$ cat src/rdavg_pkg.sv
package rdavg_pkg;

  // register byte offsets
  localparam logic [7:0] RDAVG_OFS_CTRL = 8'h00;
  localparam logic [7:0] RDAVG_OFS_CFG = 8'h04;
  localparam logic [7:0] RDAVG_OFS_PLC = 8'h08;
  localparam logic [7:0] RDAVG_OFS_DIGITS = 8'h0C;
  localparam logic [7:0] RDAVG_OFS_CMD = 8'h10;
  localparam logic [7:0] RDAVG_OFS_STATUS = 8'h14;
  localparam logic [7:0] RDAVG_OFS_MEAN = 8'h18;

  // ctrl fields
  localparam int RDAVG_CTRL_FILT_BIT = 0;
  localparam int RDAVG_CTRL_SPEED_LSB = 1;
  localparam int RDAVG_CTRL_LPF_BIT = 3;
  // cfg fields
  localparam int RDAVG_CFG_FUNC_LSB = 0;
  localparam int RDAVG_CFG_RANGE_LSB = 4;
  localparam int RDAVG_CFG_CHAN_BIT = 8;
  // digits command fields
  localparam int RDAVG_DIG_OP_LSB = 8;
  // cmd fields
  localparam int RDAVG_CMD_PRESET_BIT = 0;
  localparam int RDAVG_CMD_IFRST_BIT = 1;

  // window lengths in readings
  localparam logic [6:0] RDAVG_LEN_FAST = 7'h0A;
  localparam logic [6:0] RDAVG_LEN_MED = 7'h32;
  localparam logic [6:0] RDAVG_LEN_SLOW = 7'h64;
  localparam int RDAVG_DEPTH = 100;

  // readings are in ppm of range: full scale is 1000000 counts
  localparam logic [11:0] RDAVG_THR_LOW_FAST = 12'h190;
  localparam logic [11:0] RDAVG_THR_LOW_MED = 12'h2BC;
  localparam logic [11:0] RDAVG_THR_LOW_SLOW = 12'h7D0;
  localparam logic [11:0] RDAVG_THR_FAST = 12'h064;
  localparam logic [11:0] RDAVG_THR_MED = 12'h12C;
  localparam logic [11:0] RDAVG_THR_SLOW = 12'h3E8;

  // integration time codes: 0.02,0.2,1,2,10,20,100,200 cycles
  localparam logic [2:0] RDAVG_PLC_0P02 = 3'h0;
  localparam logic [2:0] RDAVG_PLC_0P2 = 3'h1;
  localparam logic [2:0] RDAVG_PLC_1 = 3'h2;
  localparam logic [2:0] RDAVG_PLC_10 = 3'h4;
  localparam logic [2:0] RDAVG_PLC_20 = 3'h5;
  localparam logic [2:0] RDAVG_PLC_RST = RDAVG_PLC_10;
  localparam int RDAVG_NFUNC = 8;

  // resolution codes: 4.5, 5.5, 6.5, 7.5 digits
  localparam logic [1:0] RDAVG_RES_4H = 2'h0;
  localparam logic [1:0] RDAVG_RES_5H = 2'h1;
  localparam logic [1:0] RDAVG_RES_6H = 2'h2;
  localparam logic [1:0] RDAVG_RES_7H = 2'h3;
  localparam logic [1:0] RDAVG_RES_RST = RDAVG_RES_6H;

  // voltage ranges; code 0 is the lowest range
  localparam logic [3:0] RDAVG_RNG_1MV = 4'h0;
  localparam logic [3:0] RDAVG_RNG_100MV = 4'h2;

  typedef enum logic [1:0] {
    RDAVG_SPD_FAST, RDAVG_SPD_MED, RDAVG_SPD_SLOW, RDAVG_SPD_SLOW2
  } rdavg_speed_t;

  typedef enum logic [2:0] {
    RDAVG_FN_DCV, RDAVG_FN_RATIO, RDAVG_FN_DIFF, RDAVG_FN_RES2W,
    RDAVG_FN_RES4W, RDAVG_FN_TEMP_TC, RDAVG_FN_TEMP_RTD, RDAVG_FN_TEMP_THM
  } rdavg_func_t;

  typedef enum logic [1:0] {
    RDAVG_DOP_SELECT, RDAVG_DOP_UP, RDAVG_DOP_DOWN, RDAVG_DOP_NONE
  } rdavg_dop_t;

  typedef struct packed {
    logic chan;
    logic [3:0] range;
    rdavg_func_t func;
  } rdavg_cfg_t;

  typedef struct packed {
    logic valid;
    logic signed [23:0] data;
  } rdavg_result_t;

endpackage

$ cat src/rdavg_window.sv
`timescale 1ns/10ps
`default_nettype none
module rdavg_window import rdavg_pkg::*; (
  // clock and reset
  input wire logic core_clk,
  input wire logic sys_rst,
  // control
  input wire logic clear,
  input wire logic push,
  input wire logic [6:0] win_len,
  input wire logic signed [23:0] din,
  // running totals after this cycle
  output logic signed [30:0] sum_next,
  output logic [6:0] cnt_next
);

  logic signed [23:0] mem [0:RDAVG_DEPTH-1];
  logic [6:0] wp_reg;
  logic [6:0] old_idx;
  logic signed [30:0] sum_reg;
  logic [6:0] cnt_reg;
  logic signed [30:0] din_ext;

  assign din_ext = {{7{din[23]}}, din};

  // oldest reading still inside the window, len entries behind the pointer
  always_comb begin
    if (wp_reg >= win_len) begin
      old_idx = wp_reg - win_len;
    end else begin
      old_idx = 7'(wp_reg + 7'h64 - win_len);
    end
  end

  always_comb begin
    sum_next = sum_reg;
    cnt_next = cnt_reg;
    if (clear) begin
      sum_next = push ? din_ext : 31'h0;
      cnt_next = push ? 7'h01 : 7'h00;
    end else if (push) begin
      if (cnt_reg < win_len) begin
        sum_next = sum_reg + din_ext;
        cnt_next = 7'(cnt_reg + 7'h01);
      end else begin
        // stale entries beyond cnt are never subtracted
        sum_next = sum_reg + din_ext - {{7{mem[old_idx][23]}}, mem[old_idx]};
      end
    end
  end

  always_ff @(posedge core_clk or posedge sys_rst) begin
    if (sys_rst) begin
      sum_reg <= 31'h0;
      cnt_reg <= 7'h00;
      wp_reg <= 7'h00;
    end else begin
      sum_reg <= sum_next;
      cnt_reg <= cnt_next;
      if (push) begin
        wp_reg <= (wp_reg == 7'h63) ? 7'h00 : 7'(wp_reg + 7'h01);
      end
    end
  end

  // data store, no reset needed: the count guards every read
  always_ff @(posedge core_clk) begin
    if (push) begin
      mem[wp_reg] <= din;
    end
  end

endmodule
`default_nettype wire

$ cat src/rdavg_rescap.sv
`timescale 1ns/10ps
`default_nettype none
module rdavg_rescap import rdavg_pkg::*; (
  // settings
  input wire logic [2:0] plc_code,
  input wire logic filt_on,
  // highest resolution allowed
  output logic [1:0] cap
);

  always_comb begin
    if (filt_on) begin
      if (plc_code == RDAVG_PLC_0P02) begin
        cap = RDAVG_RES_5H;
      end else if (plc_code == RDAVG_PLC_0P2) begin
        cap = RDAVG_RES_6H;
      end else begin
        cap = RDAVG_RES_7H;
      end
    end else begin
      if (plc_code == RDAVG_PLC_0P02) begin
        cap = RDAVG_RES_4H;
      end else if (plc_code == RDAVG_PLC_0P2) begin
        cap = RDAVG_RES_5H;
      end else if (plc_code < RDAVG_PLC_20) begin
        cap = RDAVG_RES_6H;
      end else begin
        cap = RDAVG_RES_7H;
      end
    end
  end

endmodule
`default_nettype wire

$ cat src/rdavg_top.sv
`timescale 1ns/10ps
`default_nettype none
module rdavg_top import rdavg_pkg::*; (
  // clock and reset
  input wire logic core_clk,
  input wire logic sys_rst,
  // apb slave
  input wire logic psel,
  input wire logic penable,
  input wire logic pwrite,
  input wire logic [7:0] paddr,
  input wire logic [31:0] pwdata,
  output logic [31:0] prdata,
  output logic pready,
  output logic pslverr,
  // readings from the converter
  input wire logic rdg_valid,
  input wire logic signed [23:0] rdg_data,
  // filtered results and status
  output rdavg_result_t result,
  output logic settling,
  output logic lpf_on,
  output logic [1:0] digits_shown,
  output logic [2:0] plc_active
);

  ////////////////////////////////////////////////////////////////////////////
  // bus decode

  logic acc_start;
  logic acc_done;
  logic wr_en;
  logic map_hit;
  logic wr_ctrl, wr_cfg, wr_plc, wr_dig, wr_cmd, wr_stat;
  logic soft_rst;
  logic preset;
  logic plc_bad;

  assign acc_start = psel & penable & ~pready;
  assign acc_done = psel & penable & pready;
  assign wr_en = acc_done & pwrite;
  assign wr_ctrl = wr_en & (paddr == RDAVG_OFS_CTRL);
  assign wr_cfg = wr_en & (paddr == RDAVG_OFS_CFG);
  assign wr_plc = wr_en & (paddr == RDAVG_OFS_PLC);
  assign wr_dig = wr_en & (paddr == RDAVG_OFS_DIGITS);
  assign wr_cmd = wr_en & (paddr == RDAVG_OFS_CMD);
  assign wr_stat = wr_en & (paddr == RDAVG_OFS_STATUS);
  assign soft_rst = wr_cmd & pwdata[RDAVG_CMD_IFRST_BIT];
  assign preset = wr_cmd & pwdata[RDAVG_CMD_PRESET_BIT];
  // codes 8..15 are not integration times
  assign plc_bad = pwdata[3];

  always_comb begin
    if (paddr == RDAVG_OFS_CTRL || paddr == RDAVG_OFS_CFG ||
        paddr == RDAVG_OFS_PLC || paddr == RDAVG_OFS_DIGITS ||
        paddr == RDAVG_OFS_CMD || paddr == RDAVG_OFS_STATUS ||
        paddr == RDAVG_OFS_MEAN) begin
      map_hit = 1'b1;
    end else begin
      map_hit = 1'b0;
    end
  end

  ////////////////////////////////////////////////////////////////////////////
  // control registers

  logic filt_en_reg;
  rdavg_speed_t speed_reg;
  logic lpf_req_reg;
  rdavg_cfg_t cfg_reg;
  logic [1:0] res_reg;
  logic err_reg;
  rdavg_dop_t dop;
  logic [1:0] dig_val;
  logic [2:0] plc_cur;
  logic [1:0] cap;
  logic [2:0] dig_plc;

  assign dop = rdavg_dop_t'(pwdata[RDAVG_DIG_OP_LSB +: 2]);
  assign dig_val = pwdata[1:0];

  always_ff @(posedge core_clk or posedge sys_rst) begin
    if (sys_rst) begin
      filt_en_reg <= 1'b0;
      speed_reg <= RDAVG_SPD_FAST;
      lpf_req_reg <= 1'b0;
    end else if (soft_rst || preset) begin
      filt_en_reg <= 1'b0;
    end else if (wr_ctrl) begin
      filt_en_reg <= pwdata[RDAVG_CTRL_FILT_BIT];
      speed_reg <= rdavg_speed_t'(pwdata[RDAVG_CTRL_SPEED_LSB +: 2]);
      lpf_req_reg <= pwdata[RDAVG_CTRL_LPF_BIT];
    end
  end

  always_ff @(posedge core_clk or posedge sys_rst) begin
    if (sys_rst) begin
      cfg_reg <= '0;
    end else if (wr_cfg) begin
      cfg_reg.func <= rdavg_func_t'(pwdata[RDAVG_CFG_FUNC_LSB +: 3]);
      cfg_reg.range <= pwdata[RDAVG_CFG_RANGE_LSB +: 4];
      cfg_reg.chan <= pwdata[RDAVG_CFG_CHAN_BIT];
    end
  end

  // integration time that a digit selection implies
  always_comb begin
    case (dig_val)
      RDAVG_RES_4H: dig_plc = RDAVG_PLC_0P02;
      RDAVG_RES_5H: dig_plc = RDAVG_PLC_0P2;
      RDAVG_RES_6H: dig_plc = RDAVG_PLC_10;
      default: dig_plc = RDAVG_PLC_20;
    endcase
  end

  ////////////////////////////////////////////////////////////////////////////
  // integration time, one setting per function

  logic [2:0] plc_mem [0:RDAVG_NFUNC-1];

  genvar fi;
  generate
    for (fi = 0; fi < RDAVG_NFUNC; fi++) begin : g_plc
      always_ff @(posedge core_clk or posedge sys_rst) begin
        if (sys_rst) begin
          plc_mem[fi] <= RDAVG_PLC_RST;
        end else if (soft_rst) begin
          plc_mem[fi] <= RDAVG_PLC_RST;
        end else if (cfg_reg.func == 3'(fi)) begin
          if (wr_plc && !plc_bad) begin
            plc_mem[fi] <= pwdata[2:0];
          end else if (wr_dig && dop == RDAVG_DOP_SELECT) begin
            plc_mem[fi] <= dig_plc;
          end
        end
      end
    end
  endgenerate

  assign plc_cur = plc_mem[cfg_reg.func];

  // sticky reject flag, a new reject wins over the clear
  always_ff @(posedge core_clk or posedge sys_rst) begin
    if (sys_rst) begin
      err_reg <= 1'b0;
    end else if (wr_plc && plc_bad) begin
      err_reg <= 1'b1;
    end else if (wr_stat && pwdata[0]) begin
      err_reg <= 1'b0;
    end
  end

  ////////////////////////////////////////////////////////////////////////////
  // display resolution

  rdavg_rescap u_rescap (
    .plc_code(plc_cur),
    .filt_on(filt_en_reg),
    .cap(cap)
  );

  // res_reg is the user's choice; the shown value is clipped to the cap
  always_ff @(posedge core_clk or posedge sys_rst) begin
    if (sys_rst) begin
      res_reg <= RDAVG_RES_RST;
    end else if (soft_rst || preset) begin
      res_reg <= RDAVG_RES_RST;
    end else if (wr_dig) begin
      case (dop)
        RDAVG_DOP_SELECT: res_reg <= dig_val;
        RDAVG_DOP_UP: begin
          if (res_reg < cap) begin
            res_reg <= 2'(res_reg + 2'h1);
          end
        end
        RDAVG_DOP_DOWN: begin
          if (res_reg > cap) begin
            res_reg <= (cap == RDAVG_RES_4H) ? cap : 2'(cap - 2'h1);
          end else if (res_reg != RDAVG_RES_4H) begin
            res_reg <= 2'(res_reg - 2'h1);
          end
        end
        default: res_reg <= res_reg;
      endcase
    end
  end

  always_ff @(posedge core_clk or posedge sys_rst) begin
    if (sys_rst) begin
      digits_shown <= RDAVG_RES_RST;
    end else begin
      digits_shown <= (res_reg > cap) ? cap : res_reg;
    end
  end

  always_ff @(posedge core_clk or posedge sys_rst) begin
    if (sys_rst) begin
      plc_active <= RDAVG_PLC_RST;
    end else begin
      plc_active <= plc_cur;
    end
  end

  ////////////////////////////////////////////////////////////////////////////
  // analog low-pass permission

  logic volt_fn;
  logic lpf_ok;

  assign volt_fn = cfg_reg.func == RDAVG_FN_DCV ||
                   cfg_reg.func == RDAVG_FN_RATIO ||
                   cfg_reg.func == RDAVG_FN_DIFF;
  // resistance functions fall in neither branch, so they never pass
  assign lpf_ok = (volt_fn && cfg_reg.range <= RDAVG_RNG_100MV) ||
                  cfg_reg.func == RDAVG_FN_TEMP_TC;

  always_ff @(posedge core_clk or posedge sys_rst) begin
    if (sys_rst) begin
      lpf_on <= 1'b0;
    end else begin
      lpf_on <= lpf_req_reg & lpf_ok;
    end
  end

  ////////////////////////////////////////////////////////////////////////////
  // averaging window

  logic [6:0] win_len;
  logic [11:0] thr;
  logic [15:0] key, key_prev_reg;
  logic cfg_change;
  logic signed [24:0] dev;
  logic [24:0] dev_abs;
  logic [6:0] cnt_reg;
  logic far_off;
  logic win_clear;
  logic push;
  logic signed [30:0] sum_next;
  logic [6:0] cnt_next;
  logic signed [30:0] quot;

  always_comb begin
    case (speed_reg)
      RDAVG_SPD_FAST: win_len = RDAVG_LEN_FAST;
      RDAVG_SPD_MED: win_len = RDAVG_LEN_MED;
      default: win_len = RDAVG_LEN_SLOW;
    endcase
  end

  always_comb begin
    if (cfg_reg.range == RDAVG_RNG_1MV) begin
      case (speed_reg)
        RDAVG_SPD_FAST: thr = RDAVG_THR_LOW_FAST;
        RDAVG_SPD_MED: thr = RDAVG_THR_LOW_MED;
        default: thr = RDAVG_THR_LOW_SLOW;
      endcase
    end else begin
      case (speed_reg)
        RDAVG_SPD_FAST: thr = RDAVG_THR_FAST;
        RDAVG_SPD_MED: thr = RDAVG_THR_MED;
        default: thr = RDAVG_THR_SLOW;
      endcase
    end
  end

  // both bits of speed fit in the 16-bit key, so any speed change, fast to slow included, gives a fresh count
  assign key = {2'(speed_reg), cfg_reg, plc_cur, 2'h0, filt_en_reg};
  assign cfg_change = key != key_prev_reg;

  always_ff @(posedge core_clk or posedge sys_rst) begin
    if (sys_rst) begin
      key_prev_reg <= 16'h0000;
    end else begin
      key_prev_reg <= key;
    end
  end

  // deviation from the mean last reported
  assign dev = 25'(rdg_data) - 25'(result.data);
  assign dev_abs = dev[24] ? 25'(-dev) : 25'(dev);
  assign far_off = cnt_reg != 7'h00 && dev_abs > 25'(thr);

  assign push = rdg_valid & filt_en_reg;
  // a far-off reading opens the new count rather than being dropped
  assign win_clear = ~filt_en_reg | cfg_change | (rdg_valid & far_off);

  rdavg_window u_window (
    .core_clk(core_clk),
    .sys_rst(sys_rst),
    .clear(win_clear),
    .push(push),
    .win_len(win_len),
    .din(rdg_data),
    .sum_next(sum_next),
    .cnt_next(cnt_next)
  );

  always_ff @(posedge core_clk or posedge sys_rst) begin
    if (sys_rst) begin
      cnt_reg <= 7'h00;
    end else begin
      cnt_reg <= cnt_next;
    end
  end

  // divide by the count held, not by the window length
  assign quot = (cnt_next == 7'h00) ? 31'h0 :
                sum_next / $signed({24'h000000, cnt_next});

  always_ff @(posedge core_clk or posedge sys_rst) begin
    if (sys_rst) begin
      result <= '0;
    end else begin
      result.valid <= rdg_valid;
      if (rdg_valid) begin
        result.data <= filt_en_reg ? quot[23:0] : rdg_data;
      end
    end
  end

  always_ff @(posedge core_clk or posedge sys_rst) begin
    if (sys_rst) begin
      settling <= 1'b0;
    end else begin
      settling <= filt_en_reg & (cnt_next < win_len);
    end
  end

  ////////////////////////////////////////////////////////////////////////////
  // apb answer: one wait state, registered read data

  always_ff @(posedge core_clk or posedge sys_rst) begin
    if (sys_rst) begin
      pready <= 1'b0;
      pslverr <= 1'b0;
      prdata <= 32'h00000000;
    end else begin
      pready <= acc_start;
      pslverr <= acc_start & (~map_hit |
                 (pwrite & paddr == RDAVG_OFS_PLC & pwdata[3]));
      if (acc_start && !pwrite) begin
        if (paddr == RDAVG_OFS_CTRL) begin
          prdata <= {28'h0, lpf_req_reg, 2'(speed_reg), filt_en_reg};
        end else if (paddr == RDAVG_OFS_CFG) begin
          prdata <= {23'h0, cfg_reg.chan, cfg_reg.range, 1'b0,
                     3'(cfg_reg.func)};
        end else if (paddr == RDAVG_OFS_PLC) begin
          prdata <= {29'h0, plc_cur};
        end else if (paddr == RDAVG_OFS_DIGITS) begin
          prdata <= {26'h0, cap, 2'h0, res_reg};
        end else if (paddr == RDAVG_OFS_STATUS) begin
          prdata <= {17'h0, cnt_reg, 3'h0, digits_shown, lpf_on, settling,
                     err_reg};
        end else if (paddr == RDAVG_OFS_MEAN) begin
          prdata <= {{8{result.data[23]}}, result.data};
        end else begin
          prdata <= 32'h00000000;
        end
      end
    end
  end

endmodule
`default_nettype wire

$ cat config.mk
export PLATFORM = sky130hd
export DESIGN_NAME = rdavg_top
export DESIGN_NICKNAME = d
export VERILOG_FILES = /design/src/rdavg_pkg.sv /design/src/rdavg_window.sv /design/src/rdavg_rescap.sv /design/src/rdavg_top.sv
export SDC_FILE = /design/constraint.sdc
export NUM_CORES = 2
export LEC_CHECK = 0
export BUFFER_PORTS_ARGS = -buffer_cell sky130_fd_sc_hd__buf_2
export CORE_AREA = 5 5 534 536
export DETAILED_ROUTE_END_ITERATION = 8
export DIE_AREA = 0 0 539 541
export HOLD_SLACK_MARGIN = 0.05
export PLACE_DENSITY_LB_ADDON = 0.25
export SETUP_SLACK_MARGIN = 0.4
export SYNTH_ARGS = -nofsm -noshare
export SYNTH_HDL_FRONTEND = slang
export SYNTH_SLANG_ARGS = --single-unit
$ cat constraint.sdc
create_clock -name core_clk -period 112.9 [get_ports core_clk]
set_clock_uncertainty 0.1 [all_clocks]
set_input_delay 11.29 -clock core_clk [delete_from_list [all_inputs] [get_ports core_clk]]
set_output_delay 11.29 -clock core_clk [all_outputs]
set_load 0.03 [all_outputs]
==> flow_metrics.py <==
metrics = {
    "run_status": {
        "status": "complete, no violations",
    },
    "sta": {
        "grt_setup_unrepaired": "no",
        "layout_min_cycle_time_ps": 104470,
        "timing.fmax_mhz": 9.57,
        "slew-limit-headroom_pct": 15.8,
        "max_slew.worst_pin.slew_ps": 1250,
        "final-max-slew-violation-count": 0,
        "setup_viol_count_final": 0,
        "setup_slack_after_layout_ps": 8430,
        "final_hold_viol_count": 0,
        "fin_crit_sh_pct": 92.5,
        "setup-tns-final_ps": 0,
    },
    "global_route": {
        "met1_usage_pct": 33.7,
        "grt_use_total_pct": 24.2,
        "grt_remaining_overflow": 0,
        "grt_pass1_vias": 78600,
        "number_of_antenna_violations_at_the_first_check_in_global_routing": 11,
        "busiest_layer": "met2",
        "grt_first_pass_wirelength_um": 530000,
        "gr-usage-met3_pct": 3.70,
        "met2_usage_pct": 39.0,
        "grt_start_max_net_pins": 118,
    },
    "setup_path": {
        "crit_path_end_kind": "register",
        "worst_r2r_startpoint": "speed_reg[1]",
        "crit_slowest_cell": "sky130_fd_sc_hd__or3_1",
        "worst_ep_required_ps": 113500,
        "timing.critical_path.from_type": "primary input",
        "r2r_slack_ps": 15170,
        "worstRegToRegCells": 442,
        "r2r-end": "result[0]",
        "critical_path_s_largest_stage_delay_ps": 610,
        "crit_type": "in2reg",
        "worst-endpoint-arrival_ps": 105070,
        "cpMostUsedCell": "sky130_fd_sc_hd__o21a_1",
        "path_max_fanout": 32,
    },
    "die": {
        "die_h_um": 541,
        "die-area_um2": 292000,
        "top_level_ports": 136,
        "floorplan.rows": 195,
        "start_util_pct": 44.6,
        "core_area_um2": 280000,
        "floorplan.die.width_um": 539,
    },
    "synth": {
        "synth_adder_area_share_pct": 3.85,
        "combinational_family_with_the_most_area_after_synthesis": "multiplexers",
        "synth_compound_gate_area_share_pct": 10.4,
        "number_of_synthesized_flops_with_an_enable_pin": 2400,
        "netlist-cell-type-count": 152,
        "ys_seq_area_share_pct": 60.8,
        "synth-simple-area-share_pct": 8.96,
        "synth_area_per_cell_um2": 14.4,
        "syn-num-nets": 9087,
        "synthesis.instances": 8658,
        "synth_area_um2": 125000,
        "synth-seq-cells": 2554,
        "synth.yosys.warnings": 0,
        "synth_xor_xnor_area_share_pct": 1.68,
        "synth_async_sr_flop_share_pct": 6.03,
        "most_used_dff_post_synth": "sky130_fd_sc_hd__edfxtp_1",
        "muxShareOfSynthArea_pct": 12.5,
    },
    "layout": {
        "layout.filler_cells": 23500,
        "largest_register_ffs": 2400,
        "count_of_nets_after_finishing": 9314,
        "synthToLayoutAreaGrowth_pct": 11.8,
        "post_route_cells_drive_above_1_share_pct": 19.1,
    },
    "drt": {
        "detail_route.vias_per_cell": 6.20,
        "drt_wl_total_um": 362000,
        "firstDrtPassIters": 8,
        "detail-route-antenna-nets": 0,
        "via_count": 79700,
        "post_drt_wl_per_cell_um": 28.2,
        "route.detailed.drc": 0,
        "detail_route.iter0.violations": 8858,
    },
    "min_path": {
        "hold_class": "reg2reg",
        "min_path_cells": 2,
        "worst_hold_path_ep": "prdata[20]",
        "hp-start": "prdata[20]",
    },
    "cts": {
        "cts_tree": "done",
        "cts.root.buffer_cell": "sky130_fd_sc_hd__clkbuf_16",
        "clock-sinks": 2554,
        "clk_transition_reported_paths_ps": 60,
        "cts.path.max_buffers": 4,
        "postCtsHoldBufs": 0,
        "tritoncts.num_buffers": 274,
        "htree_levels": 5,
        "worst_skew_pair.late_latency_ps": 910,
    },
    "placement": {
        "place_worst_setup_slack_ps": 4520,
        "io_buffers": 113,
        "dp_hpwl_um": 233000,
        "global_placer_s_final_weighted_congestion": 0.903,
    },
    "run": {
        "cap_violations": 0,
    },
}
metrics by stage:
| step | instances | area, um^2 | hold slack (ps) | util [%] |
|---|---|---|---|---|
| 3_5_place_dp | 12300 | 131000 | 352 | 46.7 |
| 4_1_cts | 12800 | 140000 | 365 | 49.8 |
| 2_1_floorplan | 8658 | 125000 | 252 | - |
| 6_report | 12800 | 140000 | 360 | 49.8 |
| 5_1_grt | 12800 | 140000 | 380 | 49.8 |
| 3_3_place_gp | 12300 | 131000 | 351 | 46.7 |
logic make-up (layout without fill, tap and decap cells):
kind of cell / Yosys count / count (layout)
other: 0 / 4
XOR/XNOR: 235 / 235
AO/OA/AOI/OAI: 1874 / 1874
AND/OR/NAND/NOR: 2239 / 2239
adder cells (fa/ha/maj): 365 / 365
buffers and inverters: 599 / 1036
multiplexers: 792 / 792
flip-flops: 2554 / 2554
layer usage:
metal  share of wire, %  wire, um
met3                7.4     26800
met5             0.0075        27
met4                3.7     13200
met2                 47    170000
met1                 42    152000
cells in the final DEF, fill, tap and decap left out, types with 140 or more instances in the layout:
cell type and count:
sky130_fd_sc_hd__a211oi_1 254, sky130_fd_sc_hd__nor3_1 207, sky130_fd_sc_hd__nor2_1 431, sky130_fd_sc_hd__inv_1 184
sky130_fd_sc_hd__ha_1 323, sky130_fd_sc_hd__nand2_1 638, sky130_fd_sc_hd__mux4_2 606, sky130_fd_sc_hd__a21oi_1 384
sky130_fd_sc_hd__o21a_1 161, sky130_fd_sc_hd__dfrtp_1 142, sky130_fd_sc_hd__o21ai_0 292, sky130_fd_sc_hd__edfxtp_1 2400
sky130_fd_sc_hd__xnor2_1 143, sky130_fd_sc_hd__nand3_1 140, sky130_fd_sc_hd__and2_1 145, sky130_fd_sc_hd__buf_4 259
sky130_fd_sc_hd__clkbuf_16 281
cells in the mapped netlist, types with 147 or more instances:
master                        n  share of area (%)
sky130_fd_sc_hd__mux4_2     606                 11
sky130_fd_sc_hd__a21oi_1    389                1.6
sky130_fd_sc_hd__edfxtp_1  2400                 58
sky130_fd_sc_hd__and2_1     147               0.74
sky130_fd_sc_hd__nand2_1    640                1.9
sky130_fd_sc_hd__nor3_1     212               0.85
sky130_fd_sc_hd__ha_1       324                3.2
sky130_fd_sc_hd__o21ai_0    292                1.2
sky130_fd_sc_hd__nor2_1     534                1.6
sky130_fd_sc_hd__a211oi_1   254                1.5
sky130_fd_sc_hd__clkbuf_1   338                1.0
sky130_fd_sc_hd__o21a_1     162               0.97
sky130_fd_sc_hd__inv_1      185               0.56
cell type report:
class                   count  area [um^2]  area share, %
clock buffers             341         7290           5.22
clock inverters           145         1230          0.878
flip-flops and latches   2554        75900           54.4
diodes                      4         10.0        0.00717
inverters                 188          711          0.509
repair buffers            362         2670           1.91
multi-input cells        5505        47200           33.8
well taps                3743         4680           3.35
critical path, delay by kind of cell:
kind / cells / cell delay [ps]
compound gates: 231 / 47250
simple gates: 148 / 32610
fa+ha+maj: 34 / 10090
buf+inv: 17 / 2880
mux: 2 / 490
xor+xnor: 1 / 170
worst max path at each step:
stage                      startpoint        end  slack [ps]  cells past startpoint
after global placement    rdg_data[0]  result[0]        5220                    433
after detailed placement  rdg_data[0]  result[0]        4520                    432
after global routing      rdg_data[0]  result[0]         490                    434
after CTS                 rdg_data[0]  result[0]        5080                    432
after floorplan           rdg_data[0]  result[0]       21280                    462
final                     rdg_data[0]  result[0]        8430                    433
timing repair:
item | 4_1_cts | 5_1_grt
buffers inserted | 0 | 9
gates resized for setup | 0 | 23
setup endpoints to repair | 0 | 2
Power is left out: the tool's default activity adds up to more than one toggle a clock period on the data nets, which glitch-free logic cannot reach.
